--- src/undervolt_pkg.sv ---
// Package for the supply undervoltage monitor: register map, fields, reset values.
// Assumes an 8-bit register port addressed by the printed offsets.
package undervolt_pkg;
	localparam int          ADDR_W            = 12;
	localparam logic [11:0] FLAGS_THR_ADDR    = 12'hFC6;
	localparam logic [11:0] MODE_EN_ADDR      = 12'hFC7;
	localparam logic [7:0]  FLAGS_THR_RESET   = 8'h20;
	localparam logic [7:0]  MODE_EN_RESET     = 8'h00;
	localparam int          BIT_STICKY        = 3;
	localparam int          BIT_LIVE          = 2;
	localparam int          BIT_ACTION        = 1;
	localparam int          BIT_ENABLE        = 0;
	localparam int          SYNC_STAGES       = 2;
	localparam logic [1:0]  THRESHOLD_4V50    = 2'h0;
	localparam logic [7:0]  UNMAPPED_READ     = 8'h00;
	typedef enum logic [2:0]
	{
		ST_IDLE   = 3'b001,
		ST_IRQ    = 3'b010,
		ST_RESET  = 3'b100
	} action_state_t;
endpackage

--- src/reset_sync.sv ---
// Reset release synchroniser.
// Assumes rst_n may deassert at any time relative to sys_clk.
`timescale 1ns/1ns
module reset_sync
(
	input  wire logic sys_clk,
	input  wire logic rst_n,
	output logic      rst_sync_n
);
	logic [1:0] stage_r;

	always_ff @(posedge sys_clk or negedge rst_n)
	begin
		if (!rst_n)
			stage_r <= 2'h0;
		else
			stage_r <= {stage_r[0], 1'b1};
	end

	assign rst_sync_n = stage_r[1];
endmodule

--- src/level_sync.sv ---
// Two-flop synchroniser for one asynchronous level.
// Assumes the first stage is read only by the second.
`timescale 1ns/1ns
module level_sync
(
	input  wire logic sys_clk,
	input  wire logic rst_sync_n,
	input  wire logic async_in,
	output logic      sync_out
);
	logic meta_r;
	logic hold_r;

	always_ff @(posedge sys_clk or negedge rst_sync_n)
	begin
		if (!rst_sync_n)
		begin
			meta_r <= 1'b0;
			hold_r <= 1'b0;
		end
		else
		begin
			meta_r <= async_in;
			hold_r <= meta_r;
		end
	end

	assign sync_out = hold_r;
endmodule

--- src/supply_undervolt_monitor.sv ---
// Control logic of the supply undervoltage detector: two 8-bit registers,
// sticky and live flags, interrupt or reset request.
// Assumes rst_n is only power-on or external pin reset; the comparator is async.
`timescale 1ns/1ns
//
// Contract
// - action_select chooses interrupt or reset request
// - detect_enable low blocks every request
// - Reset mode requests reset while below
// - Interrupt mode pulses irq on crossing
// - Irq may fire on either crossing direction
// - Sticky flag captures below, holds after recovery
// - Writing 0 clears sticky, 1 ignored
// - Detection wins over same-cycle clear
// - Live flag shows current comparison
// - First register reset only by rst_n
// - Second register survives own reset request
// - Bit 6 of first register undefined
// - Second register bits 7:6 read zero
// - Reset request continuous while below
// - Sticky stays set after enable cleared
// - Live and sticky set on the same clock
module supply_undervolt_monitor
(
	input  wire logic        sys_clk,
	input  wire logic        rst_n,
	input  wire logic        cmp_below,
	input  wire logic [11:0] reg_addr,
	input  wire logic [7:0]  reg_wdata,
	input  wire logic        reg_wr,
	input  wire logic        reg_rd,
	output logic      [7:0]  reg_rdata,
	output logic             undervolt_irq,
	output logic             vdet_reset_req
);
	logic                        rst_sync_n;
	logic                        below_sync;
	logic                        below_prev_r;
	logic                        sticky_r;
	logic                        sticky_nxt;
	logic                        live_r;
	logic [1:0]                  threshold_r;
	logic [2:0]                  flags_spare_r;
	logic                        action_r;
	logic                        enable_r;
	logic [3:0]                  mode_spare_r;
	logic [7:0]                  rdata_r;
	logic [7:0]                  rdata_nxt;
	logic                        irq_r;
	logic                        reset_req_r;
	logic                        wr_flags;
	logic                        wr_mode;
	logic                        crossing;
	logic                        rd_flags;
	logic                        rd_mode;
	logic                        set_sticky;
	logic                        clear_sticky;
	logic                        irq_mode_now;
	logic                        irq_mode_next;
	logic                        irq_event;
	logic                        irq_enter;
	logic                        reset_cond;
	logic [7:0]                  flags_image;
	logic [7:0]                  mode_image;
	genvar                       spare_bit;
	genvar                       rd_bit;
	undervolt_pkg::action_state_t state_r;
	undervolt_pkg::action_state_t state_nxt;

	reset_sync u_reset_sync
	(
		.sys_clk    (sys_clk),
		.rst_n      (rst_n),
		.rst_sync_n (rst_sync_n)
	);

	// Comparator into the clock domain
	level_sync u_cmp_sync
	(
		.sys_clk    (sys_clk),
		.rst_sync_n (rst_sync_n),
		.async_in   (cmp_below),
		.sync_out   (below_sync)
	);

	assign wr_flags = reg_wr && (reg_addr == undervolt_pkg::FLAGS_THR_ADDR);
	assign wr_mode  = reg_wr && (reg_addr == undervolt_pkg::MODE_EN_ADDR);
	assign rd_flags = reg_rd && (reg_addr == undervolt_pkg::FLAGS_THR_ADDR);
	assign rd_mode  = reg_rd && (reg_addr == undervolt_pkg::MODE_EN_ADDR);

	// Either edge of the sampled comparator counts as a crossing
	assign crossing = below_sync ^ below_prev_r;

	always_ff @(posedge sys_clk or negedge rst_sync_n)
	begin
		if (!rst_sync_n)
			below_prev_r <= 1'b0;
		else
			below_prev_r <= below_sync;
	end

	// Mode register; vdet_reset_req does not reach rst_n
	always_ff @(posedge sys_clk or negedge rst_sync_n)
	begin
		if (!rst_sync_n)
			action_r <= undervolt_pkg::MODE_EN_RESET[undervolt_pkg::BIT_ACTION];
		else if (wr_mode)
			action_r <= reg_wdata[undervolt_pkg::BIT_ACTION];
	end

	always_ff @(posedge sys_clk or negedge rst_sync_n)
	begin
		if (!rst_sync_n)
			enable_r <= undervolt_pkg::MODE_EN_RESET[undervolt_pkg::BIT_ENABLE];
		else if (wr_mode)
			enable_r <= reg_wdata[undervolt_pkg::BIT_ENABLE];
	end

	// Bits 5:2 of the second register, plain storage per bit
	generate
		for (spare_bit = 0; spare_bit < 4; spare_bit = spare_bit + 1)
		begin : g_mode_spare
			always_ff @(posedge sys_clk or negedge rst_sync_n)
			begin
				if (!rst_sync_n)
					mode_spare_r[spare_bit] <= undervolt_pkg::MODE_EN_RESET[spare_bit + 2];
				else if (wr_mode)
					mode_spare_r[spare_bit] <= reg_wdata[spare_bit + 2];
			end
		end
	endgenerate

	// Threshold field of the first register
	always_ff @(posedge sys_clk or negedge rst_sync_n)
	begin
		if (!rst_sync_n)
			threshold_r <= undervolt_pkg::FLAGS_THR_RESET[1:0];
		else if (wr_flags)
			threshold_r <= reg_wdata[1:0];
	end

	// Fixed bits 7, 5 and 4 of the first register as plain storage
	always_ff @(posedge sys_clk or negedge rst_sync_n)
	begin
		if (!rst_sync_n)
			flags_spare_r <= {undervolt_pkg::FLAGS_THR_RESET[7],
				undervolt_pkg::FLAGS_THR_RESET[5:4]};
		else if (wr_flags)
			flags_spare_r <= {reg_wdata[7], reg_wdata[5:4]};
	end

	// Software clear and hardware set of the sticky flag
	assign clear_sticky = wr_flags && !reg_wdata[undervolt_pkg::BIT_STICKY];
	assign set_sticky   = enable_r && below_sync;

	// Sticky flag: set wins, write 0 clears, write 1 ignored
	always_comb
	begin
		sticky_nxt = sticky_r;
		if (clear_sticky)
			sticky_nxt = 1'b0;
		if (set_sticky)
			sticky_nxt = 1'b1;
	end

	always_ff @(posedge sys_clk or negedge rst_sync_n)
	begin
		if (!rst_sync_n)
			sticky_r <= undervolt_pkg::FLAGS_THR_RESET[undervolt_pkg::BIT_STICKY];
		else
			sticky_r <= sticky_nxt;
	end

	// Live flag follows the comparison while detect_enable is set, with no history
	always_ff @(posedge sys_clk or negedge rst_sync_n)
	begin
		if (!rst_sync_n)
			live_r <= undervolt_pkg::FLAGS_THR_RESET[undervolt_pkg::BIT_LIVE];
		else
			live_r <= enable_r && below_sync;
	end

	// Response selection from the mode bits
	always_comb
	begin
		state_nxt = undervolt_pkg::ST_IDLE;
		case (state_r)
			undervolt_pkg::ST_IDLE:
			begin
				if (enable_r && action_r)
					state_nxt = undervolt_pkg::ST_RESET;
				else if (enable_r)
					state_nxt = undervolt_pkg::ST_IRQ;
			end
			undervolt_pkg::ST_IRQ:
			begin
				if (!enable_r)
					state_nxt = undervolt_pkg::ST_IDLE;
				else if (action_r)
					state_nxt = undervolt_pkg::ST_RESET;
				else
					state_nxt = undervolt_pkg::ST_IRQ;
			end
			undervolt_pkg::ST_RESET:
			begin
				if (!enable_r)
					state_nxt = undervolt_pkg::ST_IDLE;
				else if (!action_r)
					state_nxt = undervolt_pkg::ST_IRQ;
				else
					state_nxt = undervolt_pkg::ST_RESET;
			end
			default:
				state_nxt = undervolt_pkg::ST_IDLE;
		endcase
	end

	always_ff @(posedge sys_clk or negedge rst_sync_n)
	begin
		if (!rst_sync_n)
			state_r <= undervolt_pkg::ST_IDLE;
		else
			state_r <= state_nxt;
	end

	// Interrupt mode now and after this edge
	assign irq_mode_now  = (state_r == undervolt_pkg::ST_IRQ);
	assign irq_mode_next = (state_nxt == undervolt_pkg::ST_IRQ);

	// Crossing while the mode holds; entering irq mode while below also fires
	assign irq_event = irq_mode_now && irq_mode_next && crossing;
	assign irq_enter = !irq_mode_now && irq_mode_next && below_sync;

	// Interrupt pulse; nothing fires in the cycle detection is switched off
	always_ff @(posedge sys_clk or negedge rst_sync_n)
	begin
		if (!rst_sync_n)
			irq_r <= 1'b0;
		else
			irq_r <= irq_event || irq_enter;
	end

	// Reset request held while below in reset mode
	assign reset_cond = (state_nxt == undervolt_pkg::ST_RESET) && below_sync;

	always_ff @(posedge sys_clk or negedge rst_sync_n)
	begin
		if (!rst_sync_n)
			reset_req_r <= 1'b0;
		else
			reset_req_r <= reset_cond;
	end

	assign undervolt_irq  = irq_r;
	assign vdet_reset_req = reset_req_r;

	// Image of the first register; bit 6 reads 0 here
	always_comb
	begin
		flags_image                            = 8'h00;
		flags_image[7]                         = flags_spare_r[2];
		flags_image[6]                         = 1'b0;
		flags_image[5:4]                       = flags_spare_r[1:0];
		flags_image[undervolt_pkg::BIT_STICKY] = sticky_r;
		flags_image[undervolt_pkg::BIT_LIVE]   = live_r;
		flags_image[1:0]                       = threshold_r;
	end

	// Image of the second register; top two bits are not stored
	always_comb
	begin
		mode_image                            = 8'h00;
		mode_image[7:6]                       = 2'h0;
		mode_image[5:2]                       = mode_spare_r;
		mode_image[undervolt_pkg::BIT_ACTION] = action_r;
		mode_image[undervolt_pkg::BIT_ENABLE] = enable_r;
	end

	// Read select per bit; unmapped addresses read the fixed pattern
	generate
		for (rd_bit = 0; rd_bit < 8; rd_bit = rd_bit + 1)
		begin : g_rd_bit
			assign rdata_nxt[rd_bit] = rd_flags ? flags_image[rd_bit]
				: rd_mode ? mode_image[rd_bit]
				: undervolt_pkg::UNMAPPED_READ[rd_bit];
		end
	endgenerate

	always_ff @(posedge sys_clk or negedge rst_sync_n)
	begin
		if (!rst_sync_n)
			rdata_r <= 8'h00;
		else
			rdata_r <= rdata_nxt;
	end

	assign reg_rdata = rdata_r;
endmodule

--- config.mk ---
export PLATFORM = sky130hd
export DESIGN_NAME = supply_undervolt_monitor
export DESIGN_NICKNAME = d
export VERILOG_FILES = /design/src/undervolt_pkg.sv /design/src/reset_sync.sv /design/src/level_sync.sv /design/src/supply_undervolt_monitor.sv
export SDC_FILE = /design/constraint.sdc
export NUM_CORES = 1
export LEC_CHECK = 0
export BUFFER_PORTS_ARGS = -buffer_cell sky130_fd_sc_hd__buf_2
export CAP_MARGIN = 5
export CORE_ASPECT_RATIO = 1.75
export CORE_MARGIN = 10
export CORE_UTILIZATION = 40
export CTS_BUF_LIST = sky130_fd_sc_hd__clkbuf_2
export CTS_CLUSTER_SIZE = 30
export DETAILED_ROUTE_END_ITERATION = 7
export GPL_ROUTABILITY_DRIVEN = 0
export PLACE_DENSITY = 0.69
export REMOVE_ABC_BUFFERS = 1
export SLEW_MARGIN = 40
export SYNTH_ARGS = -nofsm -noshare
export SYNTH_HDL_FRONTEND = slang
export SYNTH_SLANG_ARGS = --single-unit
export TNS_END_PERCENT = 30
--- constraint.sdc ---
create_clock -name sys_clk -period 1.25 [get_ports sys_clk]
set_input_delay 0.125 -clock sys_clk [delete_from_list [all_inputs] [get_ports sys_clk]]
set_output_delay 0.125 -clock sys_clk [all_outputs]
set_load 0.05 [all_outputs]
==> results.ini <==
[logic_synthesis]
synth_cell_type_count=27
synth_commonest_cells=dfrtp_1 (28), mux2_2 (11), nor2_1 (8)
syn_area_per_cell_um2=14.7
synth_largest_area_cell=dfrtp_1
netlist_instances=83
async_flop_share_pct=100
synth_top_area_share_pct=57.3
synth_most_common_cell=dfrtp_1
synth_edf_count=0
synth_warnings=0
synth_seq_cells=30
synth_area_mm2=0.00122
synthFlopType=dfrtp_1
synthTopCellsByArea=dfrtp_1 (57%), mux2_2 (10%), mux2i_1 (4.9%)
synth-seq-area-share_pct=61.6

[setup_path]
endpoint_kind=flop
cp.required_ps=1540
arrival_ps=1490
path_class=reg -> reg
startpoint_type=flop
critPathMaxFanout=5

[clock_tree]
htree_levels=2
post-cts-setup-buffer-count=0
cts_tree=built
clock_latency_ps=360
clockRootBuffer=clkbuf_2
numCtsBuffers=5
cts_num_sinks=30
max-clock-path-buffers=2
clk_pin_slew_ps=160

[route]
drtIter0Drc=3
drt-vias-per-instance=4.86
route.detailed.drc=0
ant_nets=0
wl_mm=2.35
avgRoutedWirePerCell_um=14.7
drt_pass1_iterations=4
vias=778

[floorplanning]
die_h_um=93.1
rows=26
start_util_pct=41.8
coreArea_mm2=0.00293
die_w_um=61.8
dieArea_mm2=0.00575
io_pins=35

[global_routing]
grt_pass1_wl_mm=4.05
grt_max_degree=29
antenna_found_initial=0
grt_pass1_vias=882
gr-total-overflow=0
grt_usage_pct=9.52

[power]
p_leak_uw=0.000791
peakVddDrop_v=0.000681
p_per_area_mw_per_mm2=1020

[sta]
fin_ws_ps=54.2
hold_viol=0
maxSlewViolCount=0
period_needed_ps=1200
setup_viol=0
fin_tns_setup_ps=0
skew_ps=17.2
hold_ws_ps=15.8
fmax_mhz=836
rsz0062_at_grt=no
finalCritPeriodShare_pct=95.7

[final_layout]
fin_util_pct=52.8
num-nets-final=156
syn2layout_area_growth_pct=26.4
drive_gt1_share_pct=47.7
diodes=0
stdcell_count=160

[placement]
dp.cells=144
pre_cts_ws_ps=-206
hpwlAfterDp_mm=1.88
port_buffers=32

[run]
maxCapViolCount=0

[min_path]
worstHoldPathType=in -> reg

[run_status]
status=completed

[worst paths after layout]
kind	slack, ps	endpoint	cells past startpoint	from
setup / recovery	50	undervolt_irq	3	state_r[0]
hold / removal	20	flags_spare_r[2]	2	reg_wdata[7]
setup reg to reg	50	undervolt_irq	3	state_r[0]
hold reg to reg	230	state_r[1]	1	u_reset_sync.stage_r[1]
max in group asynchronous	700	flags_spare_r[1]	1	u_reset_sync.stage_r[1]
min in group asynchronous	60	u_reset_sync.stage_r[0]	2	rst_n
[state kept, by name, summed over array words and instances (netlist names), 2 cells and up]
name,count
reg_rdata,7
mode_image,4
flags_spare_r,3
state_r,3
threshold_r,2
u_reset_sync.stage_r,2
[through the flow]
step / instance area (µm²) / total power, µW
after global routing: 1550 / 1660
after global placement: 1420 / 1110
after floorplan: 1200 / 1050
after CTS: 1530 / 1590
final: 1550 / 1570
after detailed placement: 1420 / 1120
[placed cells by master (no fill, tap or decap), drive strengths merged]
cell type | netlist | routed
mux2i | 6 | 6
or4 | 1 | 1
nand2 | 1 | 1
dfrtp | 28 | 28
conb | 2 | 2
nand4bb | 1 | 1
clkbuf | 0 | 5
mux2 | 11 | 11
nand4 | 1 | 1
xnor2 | 1 | 1
nand2b | 2 | 2
nand3b | 1 | 1
nor2 | 8 | 8
inv | 3 | 3
dlygate4sd3 | 0 | 8
nor4bb | 1 | 1
clkinv | 0 | 2
or3b | 1 | 1
dfstp | 2 | 2
xor2 | 1 | 1
nor3 | 2 | 2
buf | 3 | 36
o211ai | 1 | 1
and2 | 1 | 1
nor4 | 2 | 2
o21ai | 1 | 1
nor3b | 1 | 1
o41ai | 1 | 1
clkinvlp | 0 | 1
[metal layers]
metal  vias to the layer above  share of wire (%)  track usage [%]  routed length [µm]
li1                        379                  -                -                   -
met1                       369                 35             9.62                 826
met2                        23                 55             15.6                1290
met3                         7                7.2             3.93                 169
met4                         0                2.8             5.43                  66
met5                         -                  0                0                   0
[cells by family after synthesis]
kind of cell	share of synthesized area, %
compound gates	1.74
xor+xnor	1.43
buf+inv	2.87
flops	61.6
mux	15.0
other cells	0.614
simple gates	16.7
[power breakdown]
| part | internal (µW) | switching [µW] |
|---|---|---|
| Sequential | 983 | 6.12 |
| Combinational | 63.8 | 62.5 |
| Clock | 127 | 326 |
[final cells by class]
class                           count  area, µm²
Clock inverter                      3       16.3
Clock buffer                        5       25.0
Multi-Input combinational cell     47        434
Inverter                            3       11.3
Timing Repair Buffer               44        270
Fill cell                         265       1380
Sequential cell                    30        753
Tap cell                           28       35.0
[critical path, stage by stage, from the launching register on]
cell and delay, ps:
dfstp_2 580, xor2_1 160, o211ai_1 180, nor3_1 220
[what timing repair did]
item,4_1_cts,5_1_grt
hold buffers,6,2
gates resized for setup,0,0
setup endpoints to repair,0,0
hold endpoints to repair,8,3
No activity file was read; power rests on OpenSTA's default activity.
